<file path="src/design/ioexp_pkg.sv">
/*
  Package for the eight-line open-drain I/O expander with SMBus slave:
  command codes, reset values, address constants and carrier structs.
  Assumes nothing of its surroundings.
*/
package ioexp_pkg;

  // ==========================================================
  // command codes
  localparam logic [7:0] CMD_NORMAL_OUT = 8'h00;
  localparam logic [7:0] CMD_NORMAL_RISE = 8'h01;
  localparam logic [7:0] CMD_NORMAL_FALL = 8'h02;
  localparam logic [7:0] CMD_SUSP_OUT = 8'h03;
  localparam logic [7:0] CMD_SUSP_RISE = 8'h04;
  localparam logic [7:0] CMD_SUSP_FALL = 8'h05;
  localparam logic [7:0] CMD_PIN_LEVEL = 8'h06;
  localparam logic [7:0] CMD_ADDR_RESAMPLE = 8'h07;
  localparam logic [7:0] CMD_SOFT_RESET = 8'h08;
  localparam logic [7:0] CMD_MAKER_IDENT = 8'hfe;

  // ==========================================================
  // reset values and fixed codes
  localparam logic [7:0] OUT_RESET_LOW = 8'h00;
  localparam logic [7:0] OUT_RESET_HIZ = 8'hff;
  localparam logic [7:0] MASK_RESET = 8'hff;
  localparam logic [7:0] READ_ZERO = 8'h00;
  localparam logic [6:0] ALERT_RESP_ADDR = 7'h19;
  // arbitrary identification value, not any real maker
  localparam logic [7:0] MAKER_IDENT_DEFAULT = 8'h5a;
  // default base address, selected by strap pins in low bits
  localparam logic [6:0] ADDR_BASE = 7'h20;

  // ==========================================================
  // carrier structs
  typedef struct packed {
    logic [7:0] output_state;
    logic [7:0] rise_mask;
    logic [7:0] fall_mask;
  } reg_set_t;

  typedef struct packed {
    logic scl;
    logic sda;
  } bus_pins_t;

endpackage

</file>
<file path="src/design/smbus_io_expander_alert.sv">
/*
  Eight-line open-drain I/O expander with SMBus slave, edge interrupts,
  alert-response answer and normal/suspend register sets.
  Assumes SMBus clock and data, I/O pins, address straps, suspend select
  and thermal fault all come from outside the clock domain.
*/
// Operation
// RULE_01: pin change or thermal fault raises alert
// RULE_02: per-pin rise and fall masks gate edges
// RULE_03: all edge interrupts masked after reset
// RULE_04: thermal fault interrupt is never masked
// RULE_05: clear only by soft reset or alert response
// RULE_06: setting mask keeps pending interrupt
// RULE_07: alert-response read returns own address
// RULE_08: lowest address wins arbitration, loser quits
// RULE_09: arbitration loser keeps alert asserted
// RULE_10: clearing interrupt leaves registers unchanged
// RULE_11: codes 00h-05h select six read/write registers
// RULE_12: code 06h reads live pin levels
// RULE_13: code 07h resamples address pins
// RULE_14: code 08h resets registers, resamples address
// RULE_15: code FEh reads fixed maker byte
// RULE_16: output bit 0 pulls low, 1 releases
// RULE_17: output reset by variant, masks reset ones
// RULE_18: rise mask bit 0 enables, 1 masks
// RULE_19: pin levels sampled during the read
// RULE_20: reset states applied at power and soft reset
// RULE_21: suspend low selects suspend set
// RULE_22: data with 07h/08h goes to normal output; data sent with 08h is lost, the soft reset wins over the write
// RULE_23: data bytes travel most significant bit first
// RULE_24: alert held and re-raised while thermal fault
// RULE_25: edges from synchronized samples versus previous
// RULE_26: alert is open drain, active low
// RULE_27: unassigned codes ignore writes, read zero
`timescale 1ns/10ps
`default_nettype none

module smbus_io_expander_alert #(
  parameter bit OUT_HIZ_AT_RESET = 1'b0,
  parameter logic [7:0] MAKER_IDENT = ioexp_pkg::MAKER_IDENT_DEFAULT
) (
  input wire logic sys_clk_i,
  input wire logic reset_n_i,
  input wire logic scl_i,
  input wire logic sda_i,
  output logic sda_oe_n_o,
  input wire logic [7:0] io_pin_i,
  output logic [7:0] io_pin_oe_n_o,
  input wire logic [1:0] addr_strap_i,
  input wire logic suspend_select_n_i,
  input wire logic thermal_fault_i,
  output logic alert_oe_n_o
);

  // ==========================================================
  // reset release
  logic [1:0] rst_sync;
  logic rst_n;

  // two-stage release of the asynchronous reset
  always_ff @(posedge sys_clk_i or negedge reset_n_i)
  begin
    if (!reset_n_i)
      rst_sync <= 2'b00;
    else
      rst_sync <= {rst_sync[0], 1'b1};
  end
  assign rst_n = rst_sync[1];

  // ==========================================================
  // input synchronisers
  logic [13:0] sync_a;
  logic [13:0] sync_b;
  logic scl_s;
  logic sda_s;
  logic [7:0] pin_s;
  logic [1:0] strap_s;
  logic susp_n_s;
  logic fault_s;

  // two flip-flops on every outside input
  always_ff @(posedge sys_clk_i or negedge rst_n)
  begin
    if (!rst_n)
    begin
      // idle levels: bus and pins high, fault clear
      sync_a <= 14'h3ffe;
      sync_b <= 14'h3ffe;
    end
    else
    begin
      sync_a <= {scl_i, sda_i, io_pin_i, addr_strap_i, suspend_select_n_i,
                 thermal_fault_i};
      sync_b <= sync_a;
    end
  end
  assign scl_s = sync_b[13];
  assign sda_s = sync_b[12];
  assign pin_s = sync_b[11:4];
  assign strap_s = sync_b[3:2];
  assign susp_n_s = sync_b[1];
  assign fault_s = sync_b[0];

  // ==========================================================
  // bus edge and condition detection
  logic scl_d;
  logic sda_d;
  logic scl_rise;
  logic scl_fall;
  logic start_cond;
  logic stop_cond;

  // previous bus samples
  always_ff @(posedge sys_clk_i or negedge rst_n)
  begin
    if (!rst_n)
    begin
      scl_d <= 1'b1;
      sda_d <= 1'b1;
    end
    else
    begin
      scl_d <= scl_s;
      sda_d <= sda_s;
    end
  end
  assign scl_rise = scl_s & ~scl_d;
  assign scl_fall = ~scl_s & scl_d;
  assign start_cond = scl_s & scl_d & sda_d & ~sda_s;
  assign stop_cond = scl_s & scl_d & ~sda_d & sda_s;

  // ==========================================================
  // slave state machine
  typedef enum logic [2:0] {
    ST_IDLE,
    ST_ADDR,
    ST_CMD,
    ST_WDATA,
    ST_RDATA,
    ST_ACK,
    ST_RACK
  } bus_state_t;

  bus_state_t state;
  bus_state_t after_ack;
  logic [7:0] shift_in;
  logic [7:0] shift_out;
  logic [3:0] bit_cnt;
  logic [7:0] command;
  logic [6:0] own_addr;
  logic ack_now;
  logic alert_read;
  logic lost_arb;
  logic got_cmd;
  logic wr_strobe;
  logic [7:0] wr_code;
  logic [7:0] wr_data;
  logic resample_req;
  logic soft_reset_req;
  logic alert_clear;
  logic load_read;
  logic pending_any;
  ioexp_pkg::reg_set_t normal_set;
  ioexp_pkg::reg_set_t suspend_set;

  // register read decode, unassigned codes read zero
  function automatic logic [7:0] read_mux(input logic [7:0] code,
                                          input logic [7:0] pins);
    begin
      unique case (code)
        ioexp_pkg::CMD_NORMAL_OUT: read_mux = normal_set.output_state;
        ioexp_pkg::CMD_NORMAL_RISE: read_mux = normal_set.rise_mask;
        ioexp_pkg::CMD_NORMAL_FALL: read_mux = normal_set.fall_mask;
        ioexp_pkg::CMD_SUSP_OUT: read_mux = suspend_set.output_state;
        ioexp_pkg::CMD_SUSP_RISE: read_mux = suspend_set.rise_mask;
        ioexp_pkg::CMD_SUSP_FALL: read_mux = suspend_set.fall_mask;
        ioexp_pkg::CMD_PIN_LEVEL: read_mux = pins; // see RULE_12
        ioexp_pkg::CMD_MAKER_IDENT: read_mux = MAKER_IDENT; // see RULE_15
        default: read_mux = ioexp_pkg::READ_ZERO; // see RULE_27
      endcase
    end
  endfunction

  // bus sequencing: address, command, data, acknowledge
  always_ff @(posedge sys_clk_i or negedge rst_n)
  begin
    if (!rst_n)
    begin
      state <= ST_IDLE;
      after_ack <= ST_IDLE;
      shift_in <= 8'h00;
      shift_out <= 8'h00;
      bit_cnt <= 4'h0;
      command <= 8'h00;
      ack_now <= 1'b0;
      alert_read <= 1'b0;
      lost_arb <= 1'b0;
      got_cmd <= 1'b0;
      wr_strobe <= 1'b0;
      wr_code <= 8'h00;
      wr_data <= 8'h00;
      resample_req <= 1'b0;
      soft_reset_req <= 1'b0;
      alert_clear <= 1'b0;
      load_read <= 1'b0;
    end
    else
    begin
      wr_strobe <= 1'b0;
      resample_req <= 1'b0;
      soft_reset_req <= 1'b0;
      alert_clear <= 1'b0;
      load_read <= 1'b0;
      if (start_cond)
      begin
        state <= ST_ADDR;
        bit_cnt <= 4'h0;
        ack_now <= 1'b0;
        lost_arb <= 1'b0;
        alert_read <= 1'b0;
      end
      else if (stop_cond)
      begin
        // send-byte commands act at stop with no data byte; the
        // stop's own clock rise has already counted one bit
        if (got_cmd && state == ST_WDATA && bit_cnt <= 4'h1)
        begin
          resample_req <= (command == ioexp_pkg::CMD_ADDR_RESAMPLE) ||
                          (command == ioexp_pkg::CMD_SOFT_RESET);
          soft_reset_req <= (command == ioexp_pkg::CMD_SOFT_RESET);
        end
        state <= ST_IDLE;
        got_cmd <= 1'b0;
        ack_now <= 1'b0;
      end
      else if (scl_rise && (state == ST_ADDR || state == ST_CMD ||
                            state == ST_WDATA))
      begin
        // msb first on every byte, see RULE_23
        shift_in <= {shift_in[6:0], sda_s};
        bit_cnt <= bit_cnt + 4'h1;
      end
      else if (scl_rise && state == ST_RDATA)
      begin
        // lose arbitration when we release but the line is low
        if (shift_out[7] && !sda_s && alert_read)
          lost_arb <= 1'b1; // see RULE_08
        bit_cnt <= bit_cnt + 4'h1;
      end
      else if (scl_rise && state == ST_RACK)
      begin
        after_ack <= sda_s ? ST_IDLE : ST_RDATA;
        // a completed alert answer clears the pending flags
        if (alert_read && !lost_arb)
          alert_clear <= 1'b1; // see RULE_05
      end
      else if (scl_fall)
      begin
        unique case (state)
          ST_ADDR:
            if (bit_cnt == 4'h8)
            begin
              bit_cnt <= 4'h0;
              if (shift_in[7:1] == own_addr)
              begin
                ack_now <= 1'b1;
                state <= ST_ACK;
                after_ack <= shift_in[0] ? ST_RDATA : ST_CMD;
                load_read <= shift_in[0];
              end
              else if (shift_in == {ioexp_pkg::ALERT_RESP_ADDR, 1'b1} &&
                       pending_any)
              begin
                // see RULE_07
                ack_now <= 1'b1;
                alert_read <= 1'b1;
                state <= ST_ACK;
                after_ack <= ST_RDATA;
                shift_out <= {own_addr, 1'b0};
              end
              else
                state <= ST_IDLE;
            end
          ST_CMD:
            if (bit_cnt == 4'h8)
            begin
              bit_cnt <= 4'h0;
              command <= shift_in;
              got_cmd <= 1'b1;
              ack_now <= 1'b1;
              state <= ST_ACK;
              after_ack <= ST_WDATA;
            end
          ST_WDATA:
            if (bit_cnt == 4'h8)
            begin
              bit_cnt <= 4'h0;
              wr_strobe <= 1'b1;
              wr_code <= command;
              wr_data <= shift_in;
              // data sent with 07h/08h still performs the action
              resample_req <= (command == ioexp_pkg::CMD_ADDR_RESAMPLE) ||
                              (command == ioexp_pkg::CMD_SOFT_RESET);
              soft_reset_req <= (command == ioexp_pkg::CMD_SOFT_RESET);
              got_cmd <= 1'b0;
              ack_now <= 1'b1;
              state <= ST_ACK;
              after_ack <= ST_WDATA;
            end
          ST_ACK:
          begin
            ack_now <= 1'b0;
            state <= after_ack;
          end
          ST_RDATA:
            if (bit_cnt == 4'h8)
            begin
              bit_cnt <= 4'h0;
              state <= lost_arb ? ST_IDLE : ST_RACK;
            end
            else
              shift_out <= {shift_out[6:0], 1'b0};
          ST_RACK:
          begin
            state <= after_ack;
            load_read <= (after_ack == ST_RDATA) && !alert_read;
          end
          default: state <= ST_IDLE;
        endcase
      end
      // pin levels are captured at the moment the byte is loaded
      if (load_read)
        shift_out <= read_mux(command, pin_s); // see RULE_19
    end
  end

  // data line pull: acknowledge, or a zero data bit while reading
  always_ff @(posedge sys_clk_i or negedge rst_n)
  begin
    if (!rst_n)
      sda_oe_n_o <= 1'b1;
    else
      sda_oe_n_o <= ~((state == ST_ACK && ack_now) ||
                      (state == ST_RDATA && !lost_arb &&
                       !shift_out[7])); // see RULE_08
  end

  // ==========================================================
  // slave address from straps
  logic rst_sync_first;
  logic [2:0] rst_seen;

  // one pulse on the third edge after release, once the straps have
  // crossed both synchroniser stages
  always_ff @(posedge sys_clk_i or negedge rst_n)
  begin
    if (!rst_n)
      rst_seen <= 3'b000;
    else
      rst_seen <= {rst_seen[1:0], 1'b1};
  end
  assign rst_sync_first = rst_seen[1] & ~rst_seen[2];

  // resample straps after reset release and on command
  always_ff @(posedge sys_clk_i or negedge rst_n)
  begin
    if (!rst_n)
      own_addr <= ioexp_pkg::ADDR_BASE;
    else if (resample_req || rst_sync_first)
      own_addr <= ioexp_pkg::ADDR_BASE | {5'b00000, strap_s}; // see RULE_13
  end

  // ==========================================================
  // register file
  localparam ioexp_pkg::reg_set_t SET_RESET = '{
    output_state: OUT_HIZ_AT_RESET ? ioexp_pkg::OUT_RESET_HIZ :
                                     ioexp_pkg::OUT_RESET_LOW,
    rise_mask: ioexp_pkg::MASK_RESET,
    fall_mask: ioexp_pkg::MASK_RESET}; // see RULE_17, RULE_03

  // register writes; soft reset restores reset states
  always_ff @(posedge sys_clk_i or negedge rst_n)
  begin
    if (!rst_n)
    begin
      normal_set <= SET_RESET;
      suspend_set <= SET_RESET;
    end
    else if (rst_sync_first || soft_reset_req)
    begin
      normal_set <= SET_RESET; // see RULE_20, RULE_14
      suspend_set <= SET_RESET;
    end
    else if (wr_strobe)
    begin
      unique case (wr_code)
        ioexp_pkg::CMD_NORMAL_OUT, ioexp_pkg::CMD_ADDR_RESAMPLE,
        ioexp_pkg::CMD_SOFT_RESET, ioexp_pkg::CMD_MAKER_IDENT:
          normal_set.output_state <= wr_data; // see RULE_22
        ioexp_pkg::CMD_NORMAL_RISE: normal_set.rise_mask <= wr_data;
        ioexp_pkg::CMD_NORMAL_FALL: normal_set.fall_mask <= wr_data;
        ioexp_pkg::CMD_SUSP_OUT: suspend_set.output_state <= wr_data;
        ioexp_pkg::CMD_SUSP_RISE: suspend_set.rise_mask <= wr_data;
        ioexp_pkg::CMD_SUSP_FALL: suspend_set.fall_mask <= wr_data;
        default: ; // see RULE_11, RULE_27
      endcase
    end
  end

  // ==========================================================
  // pin drive and edge interrupts
  logic [7:0] out_sel;
  logic [7:0] rise_sel;
  logic [7:0] fall_sel;
  logic [7:0] pin_d;
  logic [7:0] rise_pend;
  logic [7:0] fall_pend;
  logic fault_pend;

  // suspend low picks the suspend set, see RULE_21
  assign out_sel = susp_n_s ? normal_set.output_state :
                              suspend_set.output_state;
  assign rise_sel = susp_n_s ? normal_set.rise_mask : suspend_set.rise_mask;
  assign fall_sel = susp_n_s ? normal_set.fall_mask : suspend_set.fall_mask;

  // pin drivers; zero bit enables the pull-down, see RULE_16
  always_ff @(posedge sys_clk_i or negedge rst_n)
  begin
    if (!rst_n)
      io_pin_oe_n_o <= 8'hff;
    else
      io_pin_oe_n_o <= out_sel;
  end

  // edge flags; setting wins over clearing, masks never clear
  always_ff @(posedge sys_clk_i or negedge rst_n)
  begin
    if (!rst_n)
    begin
      pin_d <= 8'hff;
      rise_pend <= 8'h00;
      fall_pend <= 8'h00;
      fault_pend <= 1'b0;
    end
    else
    begin
      pin_d <= pin_s; // see RULE_25
      rise_pend <= (rise_pend & {8{~(alert_clear | soft_reset_req)}}) |
                   (pin_s & ~pin_d & ~rise_sel); // see RULE_02, RULE_18
      fall_pend <= (fall_pend & {8{~(alert_clear | soft_reset_req)}}) |
                   (~pin_s & pin_d & ~fall_sel); // see RULE_06, RULE_10
      fault_pend <= (fault_pend & ~(alert_clear | soft_reset_req)) |
                    fault_s; // see RULE_04, RULE_24
    end
  end
  assign pending_any = (|rise_pend) | (|fall_pend) | fault_pend;

  // alert line, pulled low while anything is pending
  always_ff @(posedge sys_clk_i or negedge rst_n)
  begin
    if (!rst_n)
      alert_oe_n_o <= 1'b1;
    else
      alert_oe_n_o <= ~pending_any; // see RULE_01, RULE_26, RULE_09
  end

endmodule

`default_nettype wire

</file>
<file path="config.mk">
export PLATFORM = sky130hd
export DESIGN_NAME = smbus_io_expander_alert
export DESIGN_NICKNAME = d
export VERILOG_FILES = /design/src/design/ioexp_pkg.sv /design/src/design/smbus_io_expander_alert.sv
export SDC_FILE = /design/constraint.sdc
export NUM_CORES = 1
export LEC_CHECK = 0
export BUFFER_PORTS_ARGS = -buffer_cell sky130_fd_sc_hd__buf_4
export CELL_PAD_IN_SITES_DETAIL_PLACEMENT = 1
export CELL_PAD_IN_SITES_GLOBAL_PLACEMENT = 2
export CORE_UTILIZATION = 40
export CTS_CLUSTER_DIAMETER = 200
export DETAILED_ROUTE_END_ITERATION = 10
export PLACE_DENSITY = 0.85
export SLEW_MARGIN = 25
export SYNTH_ARGS = -nofsm -noshare
export SYNTH_HDL_FRONTEND = slang
export SYNTH_SLANG_ARGS = --single-unit
</file>
<file path="constraint.sdc">
create_clock -name sys_clk_i -period 7.4 [get_ports sys_clk_i]
set_input_delay 1.11 -clock sys_clk_i [delete_from_list [all_inputs] [get_ports sys_clk_i]]
set_output_delay 1.11 -clock sys_clk_i [all_outputs]
set_load 0.01 [all_outputs]
</file>
==> results of run 1 <==
worst paths after layout:
kind	startpoint	endpoint	slack, ns	depth (start not counted)
min	rst_sync[1]	rise_pend[3]	0.33	0
max	state[0]	shift_out[2]	4.90	5
min reg2reg	rst_sync[1]	rise_pend[3]	0.33	0
max reg2reg	state[0]	shift_out[2]	4.90	5
min in group sys_clk_i	rst_seen[0]	rst_seen[1]	0.35	0
max in group asynchronous	rst_sync[1]	bit_cnt[2]	5.75	2
state kept, by name, summed over array words and instances, names as in the netlist, 8 cells and up:
name           count
suspend_set       24
shift_in           8
wr_data            8
sync_a            14
rise_pend          8
wr_code            8
pin_d              8
sync_b            14
fall_pend          8
io_pin_oe_n_o      8
command            8
shift_out          8
normal_set        24
report_power, final:
part	switching, uW	total, uW	internal, uW
Combinational	82.4	156	73.2
Sequential	90.9	1130	1040
Clock	400	921	521
Total	573	2210	1640
through the flow:
step / utilization / area [um^2] / cells / total power (uW)
finish: 0.466 / 9160 / 953 / 2210
global route: 0.466 / 9160 / 953 / 2290
CTS: 0.465 / 9140 / 952 / 2220
detailed placement: 0.435 / 8540 / 920 / 1300
global placement: 0.434 / 8520 / 920 / 1280
floorplan: - / 8110 / 660 / 1230
worst max-delay path, cell delays in order (launching register included):
cell     delay, ns
dfrtp_1       0.71
inv_2         0.17
nor3_1        0.39
nor3b_2       0.35
a21o_1        0.41
mux2_4        0.34
layer usage:
| layer | wire (um) | vias to the layer above |
|---|---|---|
| met5 | 0 | - |
| met4 | 402 | 0 |
| met3 | 744 | 23 |
| met2 | 9170 | 93 |
| met1 | 9640 | 2772 |
| li1 | - | 2377 |
kinds of logic (layout without fill, tap and decap cells):
logic type      Yosys count  count (layout)  share of synthesized area
compound gates           86              86                     0.0767
xor+xnor                  3               3                    0.00324
fa+ha+maj                 4               4                    0.00617
buf+inv                  60              88                     0.0323
flops                   179             179                      0.565
mux                     138             138                      0.194
other cells               1               2                   0.000463
simple gates            188             188                      0.123
layout make-up:
class / instances / area, um^2 / share of cell area
clock buffer: 22 / 497 / 0.0542
clock inverter: 10 / 106 / 0.0116
inverter: 26 / 97.6 / 0.0106
multi-input combinational: 421 / 3310 / 0.362
sequential: 179 / 4580 / 0.500
tap: 265 / 332 / 0.0362
timing repair buffer: 30 / 238 / 0.0259
layout by cell type, fill, tap and decap left out, types with 10 or more instances in the layout:
master / count
a21oi_1: 13
a32o_1: 10
buf_4: 29
clkbuf_16: 19
dfrtp_1: 100
dfstp_2: 78
inv_1: 25
mux2_2: 48
mux2_4: 11
mux2i_1: 73
nand2_1: 73
nor2_1: 30
o21ai_0: 15
==> metrics.md, run 1 <==
| Metric | Value |
|---|---|
| Post-synthesis sequential area ratio | 0.565 |
| Final worst path period share | 0.337 |
| Number of diodes | 0 |
| Most common cell in the netlist | dfrtp_1 |
| Routability cong. | 0.844 |
| Post-Syn Instances | 659 |
| GRT busiest layer | met2 |
| Status | finished, final reports clean |
| Root Buffer | clkbuf_16 |
| Area growth syn-to-layout | 13.0% |
| Post-synth top cells | 101 x dfrtp_1, 78 x dfstp_2, 73 x mux2i_1, 73 x nand2_1, 48 x mux2_2 |
| CTS Hold Buffers Added | 0 |
| Slew @ Worst Pin | 0.965 ns |
| Yosys top cell area share | 0.312 |
| Die Wd | 144 um |
| Final setup violation count | 0 |
| Fmax | 0.401 GHz |
| Antenna-violating nets left | 0 |
| Core Area | 0.0197 mm^2 |
| Power Dens Cells | 241 mW/mm^2 |
| Final setup margin | 4.90 ns |
| Post-layout min period | 2.50 ns |
| TritonCTS clock tree | yes |
| Via/cell ratio | 5.52 |
| Leak | 0.00395 uW |
| RSZ-0062 raised after global routing | false |
| HP Class | register to async pin |
| IO Count | 26 |
| Grt met3 use | 0.0381 |
| GRT Total Usage | 0.208 |
| DIE AREA | 0.0208 mm^2 |
| Initial antenna violation count | 0 |
| Drt initial violations | 293 |
| H-tree depth | 4 |
| Layout cells sized above 1 | 0.327 |
| Number of global-route vias before repair | 5655 |
| GR Overflow Total | 0 |
| Worst hold margin | 0.332 ns |
| Largest net degree at the start of global routing | 78 |
| Via count | 5265 |
| Synth cell types | 69 |
| Yosys reg bits | 179 |
| Post-synth EDFFs | 0 |
| Hold Vio Cnt, Final | 0 |
| Critical path required time | 7.71 ns |
| Worst Path Arrival | 2.81 ns |
| Post-Syn Area | 0.00811 mm^2 |
| Crit. End Element | register |
| Port Buffer Count | 25 |
| Max-slew violations | 0 |
| # fillers | 2075 |
| WS Path Type | register to register |
| Die Ht | 144 um |
| First-pass GRT wire length | 32100 um |
| Setup TNS | 0 ns |
| Yosys top cell by area | dfrtp_1 |
| Drt drc | 0 |
| Nets@finish | 695 |
| Worst-skew pair later-pin latency | 0.43 ns |
| Dpl hpwl | 13700 um |
| Total CTS buffers | 17 |
| Clock skew | 0.0136 ns |
| Drt wl/cell | 20.9 um |
| GR Util met2 | 0.319 |
| Max Root-Sink Buffers | 2 |
| CP max FO | 17 |
| Initial Util | 0.413 |
| Synthesized area per cell | 12.3 um^2 |
| Peak VDD IR | 210 uV |
| Post-CTS setup buffers | 0 |
| Met1 GRT Util | 0.297 |
| Rel. slew slack | 0.355 |
| DRT Wirelength | 20000 um |
| Worst-path clk slew | 0.07 ns |
| Post_cts resized | 0 |
| Core Rows | 51 |
| Area contributors post-synth | dfrtp_1 31%, dfstp_2 25%, mux2i_1 9.0% |
| Startpoint Class | register |
| DRT Pass-1 Iters | 4 |
| Yosys warnings | 0 |
| CTS sink count | 179 |
| Pre-CTS WS | 5.03 ns |
| Max cap viols | 0 |
| Async SR Flop Fraction | 1.00 |
| Top_reg_cell synth | dfrtp_1 |
Note: power is estimated with default switching activity, not from simulation.
==> run 2: changes to the inputs <==
Settings changed: ABC_AREA set to 1, CORE_UTILIZATION 40 to 35, PLACE_DENSITY 0.85 to 0.86.
Clock period 7.4 ns to 2.2 ns, I/O delays scaled along.
==> run 2 against run 1 <==
Worst setup slack lost 4.6 ns. Critical path depth rose by 2. Worst hold slack lost 0.13 ns. Power increased to 3.5 times the previous value. Sequential share of layout area increased by 0.42 points.
==> metrics.md, run 2 <==
| Metric | Value |
|---|---|
| Status | finished, final reports clean |
| Post-Syn Instances | 888 |
| Dpl hpwl | 15000 um |
| Most common cell in the netlist | nand2_1 |
| Post-CTS setup buffers | 0 |
| Peak per-stage delay on the critical path | 0.45 ns |
| Critical path required time | 2.51 ns |
| Pre-CTS WS | 0.255 ns |
| # fillers | 2605 |
| Commonest non-fill, non-tap cell in the layout | nand2_1 |
| Post-synth EDFFs | 0 |
| Max Root-Sink Buffers | 2 |
| Drt wl/cell | 17.0 um |
| GR Overflow Total | 0 |
| Crit. End Element | register |
| Top_reg_cell synth | dfrtp_1 |
| Layout cells sized above 1 | 0.189 |
| DRT Pass-1 Iters | 5 |
| H-tree depth | 4 |
| Area growth syn-to-layout | 16.2% |
| Die Ht | 151 um |
| Yosys top cell by area | dfrtp_1 |
| Async SR Flop Fraction | 1.00 |
| Synthesized area per cell | 8.80 um^2 |
| Post-synth top cells | 230 x nand2_1, 101 x dfrtp_1, 98 x nor2_1, 85 x nand3_1, 78 x dfstp_2 |
| Number of diodes | 0 |
| Routability cong. | 0.860 |
| Slew @ Worst Pin | 0.711 ns |
| Post-synthesis sequential area ratio | 0.585 |
| DRT Wirelength | 21000 um |
| IO Count | 26 |
| Worst Path Arrival | 2.23 ns |
| Yosys reg bits | 179 |
| Yosys top cell area share | 0.323 |
| HP Class | input port to async pin |
| WS Path Type | register to register |
| Critical Path, Cell by Cell | inv_1, ha_1, nand3_1, inv_1, nand3_1, nand2_1, o21ai_1 |
| Max-slew violations | 0 |
| Largest registers | normal_set: 24 flops, suspend_set: 24 flops |
| Crit path max-delay family | simple AND/OR/NAND/NOR gates |
| Die Wd | 151 um |
| Number of global-route vias before repair | 6574 |
| Drt initial violations | 359 |
| CTS sink count | 179 |
| Post-Synth Adder-Cell Area | 0.00640 |
| Fmax | 0.520 GHz |
| Setup TNS | 0 ns |
| Final worst path period share | 0.874 |
| Post-Syn Area | 0.00782 mm^2 |
| Drt drc | 0 |
| DIE AREA | 0.0229 mm^2 |
| Synth cell types | 41 |
| Yosys warnings | 0 |
| Total CTS buffers | 17 |
| Compound-Gate Fraction of Synth Area | 0.104 |
| Largest family of logic cells by synthesized area | simple AND/OR/NAND/NOR gates |
| Clock skew | 0.0105 ns |
| Max cap viols | 0 |
| Worst-path clk slew | 0.07 ns |
| Reg area | 0.00458 mm^2 |
| Leak | 0.00425 uW |
| Port Buffer Count | 25 |
| Post-Synth XOR/XNOR Area | 0.00224 |
| Nets@finish | 961 |
| Buffers & Inverters on Critical Path | 2 |
| Core Rows | 54 |
| Multi-input gate area | 0.00281 mm^2 |
| Simple-gate share of the synthesized area | 0.245 |
| Worst-skew pair later-pin latency | 0.44 ns |
| Area contributors post-synth | dfrtp_1 32%, dfstp_2 26%, nand2_1 11% |
| Final setup violation count | 0 |
| Core Area | 0.0219 mm^2 |
| Mux share of post-synthesis cell area | 0 |
| Rel. slew slack | 0.526 |
| Hold Vio Cnt, Final | 0 |
| TritonCTS clock tree | yes |
| Root Buffer | clkbuf_16 |
| RSZ-0062 raised after global routing | false |
| Via/cell ratio | 5.02 |
| Initial Util | 0.357 |
| GRT Total Usage | 0.201 |
| First-pass GRT wire length | 34700 um |
| Via count | 6193 |
| Startpoint Class | register |
| CP max FO | 16 |
| Initial antenna violation count | 0 |
| Peak VDD IR | 425 uV |
| Antenna-violating nets left | 0 |
| Post-layout min period | 1.92 ns |
| Crit-path slowest cell | nand3_1 |
| Final setup margin | 0.277 ns |
| Most frequent cells in the layout | 230 x nand2_1, 100 x dfrtp_1, 98 x nor2_1 |
| Largest net degree at the start of global routing | 105 |
| Power Dens Cells | 859 mW/mm^2 |
run 2: final cells by class:
type | count | area share
flip-flops and latches | 179 | 0.504
multi-input cells | 606 | 0.309
repair buffers | 56 | 0.0531
clock inverters | 8 | 0.00895
clock buffers | 24 | 0.0530
inverters | 81 | 0.0335
well taps | 280 | 0.0386
run 2: timing repair:
item | CTS | global route
gates resized for setup | 0 | 0
hold buffers | 15 | 0
endpoints found under the hold margin | 16 | 0
run 2: report_power, final:
group | total (uW) | switching, uW | internal (uW) | leakage, uW
registers | 3910 | 245 | 3670 | 0.00209
logic | 964 | 646 | 318 | 0.00188
clock network | 2940 | 1280 | 1650 | 0.000270
total | 7810 | 2170 | 5630 | 0.00425
run 2: logic make-up after synthesis:
| kind of cell | Yosys count |
|---|---|
| XOR/XNOR | 2 |
| AND/OR/NAND/NOR | 450 |
| buffers and inverters | 104 |
| AO/OA/AOI/OAI | 148 |
| other | 1 |
| flip-flops | 179 |
| adder cells (fa/ha/maj) | 4 |
run 2: metal layers:
metal	part of all wire	vias to the layer above	GRT usage	wire [um]
met4	0.022	0	0.0755	463
met2	0.50	56	0.344	10500
met3	0.019	31	0.0353	400
met1	0.46	3108	0.252	9640
li1	-	2998	-	-
met5	0	-	0	0
run 2: final timing paths:
| kind | startpoint | to | slack, ns | cells past startpoint |
|---|---|---|---|---|
| setup / recovery | bit_cnt[0] | command[2] | 0.28 | 7 |
| hold / removal | reset_n_i | rst_sync[1] | 0.20 | 2 |
| hold reg to reg | rst_sync[0] | rst_sync[1] | 0.35 | 0 |
| min in group sys_clk_i | rst_sync[0] | rst_sync[1] | 0.35 | 0 |
| max in group asynchronous | rst_sync[1] | suspend_set[2] | 1.33 | 1 |
| setup reg to reg | bit_cnt[0] | command[2] | 0.28 | 7 |
run 2: metrics by stage:
stage | instance area (um^2) | std cells | power (uW) | hold WS, ns | util
4_1_cts | 9080 | 1234 | 7920 | 0.185 | 0.415
6_report | 9090 | 1234 | 7810 | 0.199 | 0.415
2_1_floorplan | 7830 | 889 | 4560 | 0.0344 | -
3_5_place_dp | 8370 | 1187 | 4910 | 0.118 | 0.382
5_1_grt | 9090 | 1234 | 8190 | 0.213 | 0.415
3_3_place_gp | 8370 | 1187 | 4860 | 0.117 | 0.382
==> run 3: changes to the inputs <==
Settings changed: ABC_CLOCK_PERIOD_IN_PS set to 2200, PLACE_DENSITY 0.86 to 0.73.
==> run 3 against run 2 <==
Clock power up 3%. Worst setup slack worse by 0.097 ns. Register-to-register slack worse by 0.097 ns. Non-clock buffer count up 3. Combinational power about the same. Sequential power about the same. Routed wire length up 5.3%. Via count up 1.6%. Final area up 0.76%. Power up 1.1%. Maximum frequency down 4.8%. Highest routed layer unchanged.
==> metrics.md, run 3 (same netlist as run 2, synthesis figures left out) <==
| Metric | Value |
|---|---|
| Via/cell ratio | 5.09 |
| Critical Path, Cell by Cell | inv_1, nand2_1, nor2_1, nand2_1, o211ai_1, o21ai_0, nand2_1 |
| WS Path Type | register to register |
| Buffers & Inverters on Critical Path | 1 |
| Final worst path period share | 0.918 |
| Top Layer Used | met4 |
| Peak per-stage delay on the critical path | 0.46 ns |
| Commonest non-fill, non-tap cell in the layout | nand2_1 |
| Layout cells sized above 1 | 0.195 |
| DRT Pass-1 Iters | 4 |
| Routed wl met2 | 11500 um |
| Design area | 0.00916 mm^2 |
| Switching part of the total | 0.300 |
| Rel. slew slack | 0.561 |
| Core Rows | 54 |
| Area growth syn-to-layout | 17.1% |
| CTS sink count | 179 |
| Crit. End Element | register |
| H-tree depth | 4 |
| Drt drc | 0 |
| Drt initial violations | 210 |
| Worst-path clk slew | 0.08 ns |
| Drt wl/cell | 17.9 um |
| Post-layout min period | 2.02 ns |
| Die Wd | 151 um |
| Crit-path slowest cell | nor2_1 |
| Clock skew | 0.00985 ns |
| DRT Wirelength | 22100 um |
| Status | finished, final reports clean |
| Most frequent cells in the layout | 230 x nand2_1, 100 x dfrtp_1, 98 x nor2_1 |
| Max Root-Sink Buffers | 2 |
| Slew @ Worst Pin | 0.657 ns |
| Port Buffer Count | 25 |
| # fillers | 2570 |
| Logic pwr share | 0.122 |
| Startpoint Class | register |
| Initial Util | 0.357 |
| GR Overflow Total | 0 |
| Crit path max-delay family | simple AND/OR/NAND/NOR gates |
| Nets@finish | 964 |
| Int Power | 5530 uW |
| Met1 WL | 9720 um |
| Peak VDD IR | 518 uV |
| Largest net degree at the start of global routing | 58 |
| Fmax | 0.495 GHz |
| Post_cts resized | 0 |
| Hold Vio Cnt, Final | 0 |
| Leak | 0.00428 uW |
| Max-slew violations | 0 |
| Routability cong. | 0.857 |
| Total Power | 7900 uW |
| DIE AREA | 0.0229 mm^2 |
| Power Dens Cells | 863 mW/mm^2 |
| Setup TNS | 0 ns |
| Most Frequent Cell on Critical Path | nand2_1 |
| IO Count | 26 |
| Die Ht | 151 um |
| First-pass GRT wire length | 35500 um |
| Antenna-violating nets left | 0 |
| Worst-skew pair later-pin latency | 0.44 ns |
| Core Area | 0.0219 mm^2 |
| Number of diodes | 0 |
| Clock Power Share | 0.382 |
| Number of global-route vias before repair | 6661 |
| HP Class | input port to async pin |
| Max cap viols | 0 |
| Via count | 6293 |
| Initial antenna violation count | 0 |
| Sequential share of power | 0.495 |
| Placed cell area | 0.00842 mm^2 |
| Largest registers | normal_set: 24 flops, suspend_set: 24 flops |
| Dpl hpwl | 16100 um |
| Final Util | 0.418 |
| Total CTS buffers | 17 |
| Worst Path Arrival | 2.39 ns |
| CP max FO | 6 |
| Critical path required time | 2.57 ns |
| TritonCTS clock tree | yes |
| NetSw | 2370 uW |
| RSZ-0062 raised after global routing | false |
| GRT Total Usage | 0.210 |
| Final setup violation count | 0 |
| Root Buffer | clkbuf_16 |
| Metal3 WL | 437 um |
run 3: cell types whose count changed in the layout (fill, tap and decap cells not counted), sizes merged:
cell / change
clkbuf: -6
inv: +6
buf: +3
bufinv: -1
clkinv: +1
run 3: area by class of cell:
| class | instances | area [um^2] | area share |
|---|---|---|---|
| clock inverter | 14 | 145 | 0.0159 |
| tap | 280 | 350 | 0.0383 |
| multi-input combinational | 606 | 2810 | 0.307 |
| clock buffer | 18 | 439 | 0.0480 |
| sequential | 179 | 4580 | 0.500 |
| inverter | 81 | 304 | 0.0332 |
| timing repair buffer | 59 | 531 | 0.0579 |
run 3: worst paths after layout:
| path | from | end | slack (ns) | depth (start not counted) |
|---|---|---|---|---|
| setup / recovery | command[3] | shift_out[0] | 0.18 | 7 |
| hold / removal | reset_n_i | rst_sync[1] | 0.20 | 2 |
| setup reg to reg | command[3] | shift_out[0] | 0.18 | 7 |
| hold reg to reg | rst_sync[1] | shift_in[7] | 0.26 | 0 |
| max in group asynchronous | rst_sync[1] | sda_oe_n_o | 1.24 | 1 |
| min in group sys_clk_i | rst_seen[0] | rst_seen[1] | 0.35 | 0 |
run 3: repair_timing:
item,CTS,global route
buffers inserted,0,0
hold buffers,15,0
endpoints found under the hold margin,16,0
run 3: metrics by stage:
stage / setup WS, ns / hold slack, ns / instances
floorplan: 0.400 / 0.0344 / 889
global placement: 0.241 / 0.113 / 1190
detailed placement: 0.223 / 0.114 / 1190
CTS: 0.198 / 0.169 / 1237
global route: 0.0208 / 0.183 / 1237
finish: 0.180 / 0.199 / 1237
run 3: power by group through the flow:
stage | Clock (uW) | Sequential, uW | Combinational, uW
after floorplan | 0 | 3920 | 638
after global placement | 0 | 3950 | 925
after detailed placement | 0 | 3970 | 966
after CTS | 3130 | 3920 | 993
after global routing | 3240 | 3950 | 1120
final | 3020 | 3910 | 967
run 3: metal layers:
layer / GRT usage / vias up
met2: 0.374 / 68
li1: - / 3004
met3: 0.0377 / 28
met1: 0.252 / 3193
met5: 0 / -
met4: 0.0750 / 0
